$ cat src/verilog/fbcd_pkg.sv
// Purpose: Shared constants and types for the host side flash command controller
// Assumes: 100 MHz sys_clk, word address on 21 pins plus a byte-mode lsb pin
// Notes:   Function

package fbcd_pkg;

  // Timing of the pin cycles
  localparam int CLK_NS   = 10;
  localparam int T_WP_NS  = 35;   // Least write strobe low time
  localparam int T_RDA_NS = 70;   // Least read access time
  localparam int T_RP_NS  = 500;  // Least reset pin low time
  localparam int T_RH_NS  = 50;   // Least wait after reset pin release
  localparam logic [7:0] WP_CYC  = 8'((T_WP_NS + CLK_NS - 1) / CLK_NS);
  localparam logic [7:0] RDA_CYC = 8'((T_RDA_NS + CLK_NS - 1) / CLK_NS);
  localparam logic [7:0] RP_CYC  = 8'((T_RP_NS + CLK_NS - 1) / CLK_NS);
  localparam logic [7:0] RH_CYC  = 8'((T_RH_NS + CLK_NS - 1) / CLK_NS);

  // Command addresses (low word address bits) and data
  localparam logic [10:0] UNLOCK1_ADDR  = 11'h555;
  localparam logic [10:0] UNLOCK2_ADDR  = 11'h2aa;
  localparam logic [10:0] QUERY_ADDR    = 11'h055;
  localparam logic [7:0]  UNLOCK1_DATA  = 8'haa;
  localparam logic [7:0]  UNLOCK2_DATA  = 8'h55;
  localparam logic [7:0]  CMD_IDENT     = 8'h90;
  localparam logic [7:0]  CMD_RESET     = 8'hf0;
  localparam logic [7:0]  CMD_QUERY     = 8'h98;
  localparam logic [7:0]  CMD_SEC_ENTER = 8'h88;
  localparam logic [7:0]  CMD_SEC_EXIT2 = 8'h00;

  // Identify word offsets; byte mode doubles them, which lands on the same word
  localparam logic [7:0] ID_MFR_OFS  = 8'h00;
  localparam logic [7:0] ID_DEV_OFS  = 8'h01;
  localparam logic [7:0] ID_PROT_OFS = 8'h02;
  localparam int         TIMING_FLAG_BIT = 5;

  // Extended query window and step layout of the query check
  localparam logic [7:0] QRY_BASE     = 8'h40;
  localparam logic [3:0] QRY_SIM_IDX  = 4'ha;   // Word 4Ah
  localparam logic [3:0] QRY_BOOT_IDX = 4'hf;   // Word 4Fh
  localparam logic [7:0] BOOT_BOTTOM  = 8'h02;
  localparam logic [7:0] BOOT_TOP     = 8'h03;
  localparam logic [4:0] QRY_LAST_STEP = 5'd17;

  typedef enum logic [2:0] {
    OP_READ        = 3'h0,
    OP_ID_READ     = 3'h1,
    OP_RESET       = 3'h2,
    OP_IDENT       = 3'h3,
    OP_QUERY_CHECK = 3'h4,
    OP_SEC_ENTER   = 3'h5,
    OP_SEC_EXIT    = 3'h6,
    OP_HW_RESET    = 3'h7
  } fbcd_op_type;

  // Flash side pins as driven by the controller
  typedef struct packed {
    logic [20:0] addr;
    logic        a_m1;
    logic [15:0] dq_o;
    logic        dq_oe;
    logic        ce_n;
    logic        oe_n;
    logic        we_n;
  } fbcd_pins_type;

  // One bus cycle request
  typedef struct packed {
    logic        wr;
    logic [20:0] addr;
    logic        a_m1;
    logic [7:0]  data;
  } fbcd_cyc_type;

  // Expected low byte of extended query word QRY_BASE+idx
  function automatic logic qry_ok(input logic [3:0] idx, input logic [15:0] d,
                                  input logic byte_mode);
    logic       hi_ok;
    logic [7:0] lo;
    hi_ok = byte_mode || (d[15:8] == 8'h00);
    lo    = d[7:0];
    case (idx)
      4'h0: qry_ok = hi_ok && (lo == 8'h50);
      4'h1: qry_ok = hi_ok && (lo == 8'h52);
      4'h2: qry_ok = hi_ok && (lo == 8'h49);
      4'h3: qry_ok = hi_ok && (lo == 8'h31);
      4'h4: qry_ok = hi_ok && (lo == 8'h33);
      4'h5: qry_ok = hi_ok && (lo == 8'h04);
      4'h6: qry_ok = hi_ok && (lo == 8'h02);
      4'h7: qry_ok = hi_ok && (lo == 8'h01);
      4'h8: qry_ok = hi_ok && (lo == 8'h01);
      4'h9: qry_ok = hi_ok && (lo == 8'h04);
      4'ha: qry_ok = hi_ok && (lo != 8'h00);
      4'hb: qry_ok = hi_ok && (lo == 8'h00);
      4'hc: qry_ok = hi_ok && (lo == 8'h00);
      4'hd: qry_ok = hi_ok && (lo == 8'h85);
      4'he: qry_ok = hi_ok && (lo == 8'h95);
      default: qry_ok = hi_ok && ((lo == BOOT_BOTTOM) || (lo == BOOT_TOP));
    endcase
  endfunction

endpackage
$ cat src/verilog/fbcd_cycle.sv
// Purpose: Runs one asynchronous flash write or read cycle on the pins
// Assumes: Pins sampled synchronous to sys_clk; one request at a time
// Notes:   Address set up one cycle before the strobe falls, data held past its rise
`timescale 1ns/1ns
`default_nettype none

module fbcd_cycle (
  input  wire logic                   sys_clk,
  input  wire logic                   nrst,
  input  wire logic                   start,
  input  wire fbcd_pkg::fbcd_cyc_type req,
  input  wire logic                   byte_mode,
  input  wire logic [15:0]            dq_i,
  output var  fbcd_pkg::fbcd_pins_type pins,
  output logic [15:0]                 rd_data,
  output logic                        done
);

  typedef enum logic [3:0] {
    C_IDLE   = 4'b0001,
    C_SETUP  = 4'b0010,
    C_STROBE = 4'b0100,
    C_HOLD   = 4'b1000
  } fbcd_cst_type;

  fbcd_cst_type cst_q;
  logic [7:0]   cnt_q;
  logic         wr_q;

  // Pin sequencing; strobe only falls once the address has stood a full cycle
  always_ff @(posedge sys_clk) begin
    if (!nrst) begin
      cst_q      <= C_IDLE;
      cnt_q      <= 8'h00;
      wr_q       <= 1'b0;
      pins.addr  <= 21'h000000;
      pins.a_m1  <= 1'b0;
      pins.dq_o  <= 16'h0000;
      pins.dq_oe <= 1'b0;
      pins.ce_n  <= 1'b1;
      pins.oe_n  <= 1'b1;
      pins.we_n  <= 1'b1;
      rd_data    <= 16'h0000;
      done       <= 1'b0;
    end else begin
      done <= 1'b0;
      case (cst_q)
        C_IDLE: begin
          if (start) begin
            pins.addr <= req.addr;
            pins.a_m1 <= req.a_m1;
            pins.dq_o <= {8'h00, req.data};
            pins.ce_n <= 1'b0;
            wr_q      <= req.wr;
            cst_q     <= C_SETUP;
          end
        end
        C_SETUP: begin
          if (wr_q) begin
            pins.we_n  <= 1'b0;
            pins.dq_oe <= 1'b1;
            cnt_q      <= fbcd_pkg::WP_CYC;
          end else begin
            pins.oe_n <= 1'b0;
            cnt_q     <= fbcd_pkg::RDA_CYC;
          end
          cst_q <= C_STROBE;
        end
        C_STROBE: begin
          cnt_q <= cnt_q - 8'h01;
          if (cnt_q == 8'h01) begin
            if (wr_q) begin
              pins.we_n <= 1'b1;
            end else begin
              rd_data   <= byte_mode ? {8'h00, dq_i[7:0]} : dq_i;
              pins.oe_n <= 1'b1;
            end
            cst_q <= C_HOLD;
          end
        end
        C_HOLD: begin
          // Data released only a cycle after the strobe rose
          pins.dq_oe <= 1'b0;
          pins.ce_n  <= 1'b1;
          done       <= 1'b1;
          cst_q      <= C_IDLE;
        end
        default: cst_q <= C_IDLE;
      endcase
    end
  end
endmodule

`default_nettype wire

$ cat src/verilog/fbcd_host.sv
// Purpose: Host controller issuing command sequences to a two-bank flash
// Assumes: User knows which bank is busy or erase suspended; one op at a time
// Notes:   Query check compares the extended table and ends with a reset write
`timescale 1ns/1ns
`default_nettype none

module fbcd_host (
  input  wire logic                    sys_clk,
  input  wire logic                    nrst,
  input  wire logic                    cmd_valid,
  input  wire fbcd_pkg::fbcd_op_type   cmd_op,
  input  wire logic                    cmd_bank,
  input  wire logic [20:0]             cmd_addr,
  input  wire logic [1:0]              cmd_sel,
  input  wire logic                    byte_mode,
  input  wire logic [1:0]              bank_busy,
  input  wire logic [15:0]             flash_dq_i,
  output var  fbcd_pkg::fbcd_pins_type flash_pins,
  output logic                         flash_rst_n,
  output logic                         cmd_ready,
  output logic                         rsp_valid,
  output logic                         rsp_err,
  output logic [15:0]                  rsp_data,
  output logic [1:0]                   bank_ident,
  output logic                         secured_mode,
  output logic                         query_fail
);

  typedef enum logic [3:0] {
    S_IDLE  = 4'b0001,
    S_RUN   = 4'b0010,
    S_WAIT  = 4'b0100,
    S_HWRST = 4'b1000
  } fbcd_st_type;

  fbcd_st_type           state_q;
  fbcd_pkg::fbcd_op_type op_q;
  fbcd_pkg::fbcd_cyc_type req_q;
  logic [4:0]            step_q;
  logic [7:0]            cnt_q;
  logic [20:0]           addr_q;
  logic [1:0]            sel_q;
  logic                  bank_q;
  logic                  busy_q;
  logic                  start_q;
  logic                  cyc_done;
  logic [15:0]           cyc_rd;
  logic                  accept;
  logic                  refuse;
  logic                  last;
  logic                  fin;
  logic                  auto_rst;
  logic [3:0]            qidx;

  assign accept   = (state_q == S_IDLE) && cmd_valid && cmd_ready;
  // Identify and query only go to an idle bank while the other is idle too
  assign refuse   = ((cmd_op == fbcd_pkg::OP_IDENT) || (cmd_op == fbcd_pkg::OP_QUERY_CHECK))
                    && (bank_busy != 2'b00);
  assign last     = (step_q == seq_last(op_q));
  assign fin      = (state_q == S_WAIT) && cyc_done && last && !auto_rst;
  assign auto_rst = (op_q == fbcd_pkg::OP_READ) && busy_q
                    && cyc_rd[fbcd_pkg::TIMING_FLAG_BIT];
  assign qidx     = 4'(step_q - 5'd1);

  // Index of the final cycle of each command sequence
  function automatic logic [4:0] seq_last(input fbcd_pkg::fbcd_op_type op);
    case (op)
      fbcd_pkg::OP_IDENT:       seq_last = 5'd2;
      fbcd_pkg::OP_SEC_ENTER:   seq_last = 5'd2;
      fbcd_pkg::OP_SEC_EXIT:    seq_last = 5'd3;
      fbcd_pkg::OP_QUERY_CHECK: seq_last = fbcd_pkg::QRY_LAST_STEP;
      default:                  seq_last = 5'd0;
    endcase
  endfunction

  // Address and data of one cycle of a sequence
  function automatic fbcd_pkg::fbcd_cyc_type seq_cycle(
      input fbcd_pkg::fbcd_op_type op, input logic [4:0] step,
      input logic [20:0] a, input logic [1:0] sel, input logic bm);
    fbcd_pkg::fbcd_cyc_type c;
    logic [7:0]             ofs;
    c   = '{wr: 1'b1, addr: {a[20:11], fbcd_pkg::UNLOCK1_ADDR}, a_m1: 1'b0,
            data: fbcd_pkg::UNLOCK1_DATA};
    ofs = (sel == 2'd0) ? fbcd_pkg::ID_MFR_OFS :
          (sel == 2'd1) ? fbcd_pkg::ID_DEV_OFS : fbcd_pkg::ID_PROT_OFS;
    if (step == 5'd1 && op != fbcd_pkg::OP_QUERY_CHECK) begin
      c.addr = {a[20:11], fbcd_pkg::UNLOCK2_ADDR};
      c.a_m1 = bm;  // Byte address 555h is word 2AAh with lsb set
      c.data = fbcd_pkg::UNLOCK2_DATA;
    end
    case (op)
      fbcd_pkg::OP_READ: begin
        // No command needed: banks read array, or suspended read, by themselves
        c = '{wr: 1'b0, addr: a, a_m1: 1'b0, data: 8'h00};
      end
      fbcd_pkg::OP_ID_READ: begin
        c = '{wr: 1'b0, addr: {a[20:8], ofs}, a_m1: 1'b0, data: 8'h00};
      end
      fbcd_pkg::OP_RESET: begin
        c.data = fbcd_pkg::CMD_RESET;
      end
      fbcd_pkg::OP_IDENT: begin
        if (step == 5'd2) begin
          c.data = fbcd_pkg::CMD_IDENT;
        end
      end
      fbcd_pkg::OP_QUERY_CHECK: begin
        if (step == 5'd0) begin
          c.addr = {a[20:11], fbcd_pkg::QUERY_ADDR};
          c.data = fbcd_pkg::CMD_QUERY;
        end else if (step == fbcd_pkg::QRY_LAST_STEP) begin
          c.data = fbcd_pkg::CMD_RESET;
        end else begin
          c = '{wr: 1'b0, addr: {a[20:8], 8'(fbcd_pkg::QRY_BASE + {4'h0, 4'(step - 5'd1)})},
                a_m1: 1'b0, data: 8'h00};
        end
      end
      fbcd_pkg::OP_SEC_ENTER: begin
        if (step == 5'd2) begin
          c.data = fbcd_pkg::CMD_SEC_ENTER;
        end
      end
      fbcd_pkg::OP_SEC_EXIT: begin
        if (step == 5'd2) begin
          c.data = fbcd_pkg::CMD_IDENT;
        end else if (step == 5'd3) begin
          c.data = fbcd_pkg::CMD_SEC_EXIT2;
        end
      end
      default: c.wr = 1'b1;
    endcase
    return c;
  endfunction

  // Sequencer; a sequence is always issued whole and back to back
  always_ff @(posedge sys_clk) begin
    if (!nrst) begin
      state_q     <= S_IDLE;
      op_q        <= fbcd_pkg::OP_READ;
      req_q       <= '0;
      step_q      <= 5'd0;
      cnt_q       <= 8'h00;
      addr_q      <= 21'h000000;
      sel_q       <= 2'd0;
      bank_q      <= 1'b0;
      busy_q      <= 1'b0;
      start_q     <= 1'b0;
      flash_rst_n <= 1'b1;
      cmd_ready   <= 1'b1;
      rsp_valid   <= 1'b0;
      rsp_err     <= 1'b0;
    end else begin
      start_q   <= 1'b0;
      rsp_valid <= 1'b0;
      case (state_q)
        S_IDLE: begin
          if (accept) begin
            op_q   <= cmd_op;
            addr_q <= cmd_addr;
            sel_q  <= cmd_sel;
            bank_q <= cmd_bank;
            busy_q <= bank_busy[cmd_bank];
            step_q <= 5'd0;
            if (refuse) begin
              rsp_valid <= 1'b1;
              rsp_err   <= 1'b1;
            end else if (cmd_op == fbcd_pkg::OP_HW_RESET) begin
              flash_rst_n <= 1'b0;
              cnt_q       <= fbcd_pkg::RP_CYC;
              cmd_ready   <= 1'b0;
              state_q     <= S_HWRST;
            end else begin
              cmd_ready <= 1'b0;
              state_q   <= S_RUN;
            end
          end
        end
        S_RUN: begin
          req_q   <= seq_cycle(op_q, step_q, addr_q, sel_q, byte_mode);
          start_q <= 1'b1;
          state_q <= S_WAIT;
        end
        S_WAIT: begin
          if (cyc_done) begin
            if (auto_rst) begin
              // Timing limit seen on a busy bank: follow with a reset write
              op_q    <= fbcd_pkg::OP_RESET;
              step_q  <= 5'd0;
              state_q <= S_RUN;
            end else if (last) begin
              rsp_valid <= 1'b1;
              rsp_err   <= 1'b0;
              cmd_ready <= 1'b1;
              state_q   <= S_IDLE;
            end else begin
              step_q  <= step_q + 5'd1;
              state_q <= S_RUN;
            end
          end
        end
        S_HWRST: begin
          cnt_q <= cnt_q - 8'h01;
          if (cnt_q == 8'h01 && !flash_rst_n) begin
            flash_rst_n <= 1'b1;
            cnt_q       <= fbcd_pkg::RH_CYC;
          end else if (cnt_q == 8'h01) begin
            rsp_valid <= 1'b1;
            rsp_err   <= 1'b0;
            cmd_ready <= 1'b1;
            state_q   <= S_IDLE;
          end
        end
        default: state_q <= S_IDLE;
      endcase
    end
  end

  // Read data and query table check
  always_ff @(posedge sys_clk) begin
    if (!nrst) begin
      rsp_data   <= 16'h0000;
      query_fail <= 1'b0;
    end else if (accept && cmd_op == fbcd_pkg::OP_QUERY_CHECK) begin
      query_fail <= 1'b0;
    end else if (state_q == S_WAIT && cyc_done && !req_q.wr) begin
      rsp_data <= cyc_rd;
      if (op_q == fbcd_pkg::OP_QUERY_CHECK && !fbcd_pkg::qry_ok(qidx, cyc_rd, byte_mode)) begin
        query_fail <= 1'b1;
      end
    end
  end

  // Identify tracked per bank, secured mode for both; a reset op ends identify on every bank
  always_ff @(posedge sys_clk) begin
    if (!nrst) begin
      bank_ident   <= 2'b00;
      secured_mode <= 1'b0;
    end else if (accept && !refuse && cmd_op == fbcd_pkg::OP_HW_RESET) begin
      bank_ident   <= 2'b00;
      secured_mode <= 1'b0;
    end else if (fin) begin
      case (op_q)
        fbcd_pkg::OP_IDENT:     bank_ident[bank_q] <= 1'b1;
        fbcd_pkg::OP_RESET:     bank_ident <= 2'b00;
        fbcd_pkg::OP_SEC_ENTER: secured_mode <= 1'b1;
        fbcd_pkg::OP_SEC_EXIT:  secured_mode <= 1'b0;
        default: bank_ident <= bank_ident;
      endcase
    end
  end

  fbcd_cycle u_cycle (
    .sys_clk   (sys_clk),
    .nrst      (nrst),
    .start     (start_q),
    .req       (req_q),
    .byte_mode (byte_mode),
    .dq_i      (flash_dq_i),
    .pins      (flash_pins),
    .rd_data   (cyc_rd),
    .done      (cyc_done)
  );
endmodule

`default_nettype wire

$ cat config.mk
export PLATFORM = sky130hd
export DESIGN_NAME = fbcd_host
export DESIGN_NICKNAME = d
export VERILOG_FILES = /design/src/verilog/fbcd_pkg.sv /design/src/verilog/fbcd_cycle.sv /design/src/verilog/fbcd_host.sv
export SDC_FILE = /design/constraint.sdc
export NUM_CORES = 1
export LEC_CHECK = 0
export ABC_AREA = 1
export BUFFER_PORTS_ARGS = -buffer_cell sky130_fd_sc_hd__buf_4
export CELL_PAD_IN_SITES_DETAIL_PLACEMENT = 2
export CELL_PAD_IN_SITES_GLOBAL_PLACEMENT = 2
export CORE_MARGIN = 3
export CORE_UTILIZATION = 34
export DETAILED_ROUTE_END_ITERATION = 8
export GPL_TIMING_DRIVEN = 0
export PLACE_DENSITY_LB_ADDON = 0.1
export SLEW_MARGIN = 20
export SYNTH_ARGS = -nofsm -noshare
export SYNTH_HDL_FRONTEND = slang
export SYNTH_SLANG_ARGS = --single-unit
$ cat constraint.sdc
create_clock -name sys_clk -period 5.1 [get_ports sys_clk]
set_input_delay 0.51 -clock sys_clk [delete_from_list [all_inputs] [get_ports sys_clk]]
set_output_delay 0.51 -clock sys_clk [all_outputs]
set_load 0.005 [all_outputs]
==> run metrics <==
number of max-cap violations 0; maximum number of pins on one net before global-route repair 17; number of enable-type register cells in the synthesized netlist 0; delay of the slowest critical-path stage 0.48 ns; cell area after technology mapping 7260 sq um; Cell Count, Final, Fillers Out 1416; gpl congestion 0.850; list of most frequent post-synthesis cells dfxtp_1, nor2_1, nand2_1; Area Growth Syn to Fin 23.4%; die width 152 um; transition at the pin with the smallest max-transition slack 0.838 ns; library cell appearing most often on the critical path nand2_1; largest clock skew in the final design 0.0131 ns; cells after synthesis 1002; routed wire length 27300 um; Wirelength per Cell 19.3 um; clk_lat worst skew 0.44 ns; clock-pin slew on the worst setup and hold paths 0.07 ns; worst hold slack 0.291 ns; clock tree from TritonCTS done; Synth Register Bits 163; Setup Total Neg Slack 0 ns; R2R Path End query_fail$_SDFFE_PP0P_; final number of setup-violating endpoints 0; sequential share of the synthesized area 0.449; I/O pins 115; FF-to-FF path depth 18; Crit Reg-Reg Startpoint step_q[0]$_SDFFE_PN0P_; number of fill cells in the layout 2423; H-Tree Level Count 4; number of DRC markers after the initial detailed-route iteration 344; Final Slew Violations 0; power density of the placed cells 473 nW/um^2; first-pass GRT wire length 44100 um; final core utilization 0.435; diodes inserted 0; most common cell in the netlist dfxtp_1; antenna violations before repair 0; Post-Place Cells 1384; total die area 23200 sq um; Die Y-Extent 152 um; GRT Resource Usage Total 0.235; vias post-DR 7384; worst-case hold path end point addr_q[6]$_SDFFE_PN0P_; total congestion overflow 0; maximum resistive drop on vdd 0.245 mV; HP Class primary input to flip-flop; critical-path maximum fanout 7; core footprint 20600 sq um; WS Path Type flip-flop to flip-flop; cell count of the worst hold path 3; Async S/R FF share, synth 0; vias per cell 5.21; post-synthesis cell type count 46; std cell rows 52; most area-consuming cells after synthesis dfxtp_1, a21oi_1, nor2_1; launch instance of the worst min-delay path cmd_addr[6]; quantity of I/O buffers inserted on ports 105; Tcrit/Tclk final 0.529; Main synth FF type dfxtp_1; achievable frequency 371 MHz; final hold vios 0; slowest CP cell dfxtp_1; Antenna Nets Post-Route 0; Longest Clk Path Bufs 2; number of warnings reported in the yosys synthesis log 0; share of final-layout standard cells stronger than drive strength 1 0.153; dpl hpwl 20000 um; Leakage 3.79 nW; type of destination of the critical path flip-flop; shortest clock period the worst path allows after layout 2.70 ns; crit path DAT 3.02 ns; area share of the leading cell type in the synthesized netlist 0.449; Max transition margin 0.437; worst path required time 5.42 ns; post-CTS setup buffer count 0; Pre-Repair DR Iteration Count 4; total DRC errors in the routed layout 0; post-synth top area cell dfxtp_1; TritonCTS Buffers 17; CTS hold repair buffers 0; initial core utilization 0.352; R2R setup slack 2.40 ns; setup repair after global routing missed its margin no; Gates resized, CTS repair 0; critical-path cell list inv_1 > ha_1 > inv_1 > nand2_1 > nand2_1 > nand3_1 > nand2_1 > nand2_1 > inv_1 > nand3_1 > nand3_1 > nand2_1 > nor2_1 > nand3_1 > nand2_1 > nand2_1 > nand2_1 > a21oi_1; number of sinks driven by the clock tree 163; number of global-route vias before repair 7993; synthesized area per cell 7.25 sq um; Worst setup SP type flip-flop; CTS root buffer clkbuf_16; Final Net Count 1191; outcome complete, no violations
power breakdown:
group	switching (mW)	internal, mW
registers	0.112	1.43
clock network	0.576	0.650
logic	1.01	0.457
total	1.70	2.54
through the flow:
step | power (mW) | setup WS (ns) | instance area (sq um)
6_report | 4.24 | 2.40 | 8960
5_1_grt | 4.55 | 1.99 | 8960
4_1_cts | 4.27 | 2.33 | 8960
3_5_place_dp | 3.04 | 2.35 | 8420
3_3_place_gp | 2.98 | 2.44 | 8420
2_1_floorplan | 2.53 | 3.03 | 7290
state kept, by name, indices dropped and copies added (netlist names), 2 cells and up:
register / flops
u_cycle.rd_data: 16
step_q: 5
rsp_data: 16
req_q: 30
u_cycle.cst_q: 4
bank_ident: 2
addr_q: 21
u_cycle.pins: 33
u_cycle.cnt_q: 8
sel_q: 2
cnt_q: 8
state_q: 4
op_q: 3
cells by family after synthesis:
family / share of synthesized area
and+or+nand+nor: 0.232
AOI/OAI and AO/OA: 0.201
buffers and inverters: 0.0956
DFF: 0.449
adders and majority gates: 0.0155
other: 0.000516
xor gates and xnor gates: 0.00603
cells in the final DEF, fill, tap and decap left out, types with 3 or more instances in the layout:
cell type / Yosys / layout
nor4_1: 6 / 6
inv_1: 114 / 114
nor2_1: 141 / 141
nand2_2: 3 / 3
clkbuf_16: 0 / 17
nor2_2: 7 / 7
nand2_1: 134 / 134
a31oi_1: 8 / 8
o22ai_1: 5 / 5
nor3_1: 19 / 19
o21ai_0: 105 / 105
inv_2: 8 / 8
nor3_4: 3 / 3
nand3_1: 53 / 53
buf_4: 9 / 114
a21oi_1: 108 / 108
conb_1: 1 / 8
clkinv_1: 3 / 3
xor2_1: 4 / 4
o31ai_1: 4 / 4
inv_6: 0 / 4
a211oi_1: 15 / 15
clkbuf_1: 38 / 41
o211ai_1: 5 / 5
nand4_1: 11 / 11
ha_1: 9 / 9
dfxtp_1: 163 / 163
area by class of cell:
cell class	count	area (sq um)	area share
tap	270	338	0.0377
multi-input combinational	672	3330	0.372
sequential	163	3260	0.364
timing repair buffer	105	788	0.0880
buffer	49	225	0.0251
inverter	125	469	0.0524
clock buffer	21	450	0.0503
clock inverter	11	95.1	0.0106
per-layer routing:
| layer | track usage | vias to the layer above | part of all wire |
|---|---|---|---|
| met2 | 0.419 | 127 | 0.50 |
| met4 | 0.0514 | 0 | 0.012 |
| met3 | 0.0429 | 20 | 0.037 |
| li1 | - | 3565 | - |
| met1 | 0.295 | 3672 | 0.45 |
| met5 | 0 | - | 0 |
worst max path at each step:
stage / start / end / cells after the start
after global placement: step_q[0]$_SDFFE_PN0P_ / query_fail$_SDFFE_PP0P_ / 18
after detailed placement: step_q[0]$_SDFFE_PN0P_ / query_fail$_SDFFE_PP0P_ / 18
final: step_q[0]$_SDFFE_PN0P_ / query_fail$_SDFFE_PP0P_ / 18
after global routing: step_q[0]$_SDFFE_PN0P_ / query_fail$_SDFFE_PP0P_ / 18
after CTS: step_q[0]$_SDFFE_PN0P_ / query_fail$_SDFFE_PP0P_ / 18
after floorplan: step_q[0]$_SDFFE_PN0P_ / query_fail$_SDFFE_PP0P_ / 17
worst max-delay path: cells and delay by family, from the launching register on:
kind	cells	cell delay (ns)
AOI/OAI and AO/OA	1	0.05
adders and majority gates	1	0.26
buffers and inverters	3	0.44
DFF	1	0.48
and+or+nand+nor	13	1.34
No activity file was read; power rests on OpenSTA's default activity.
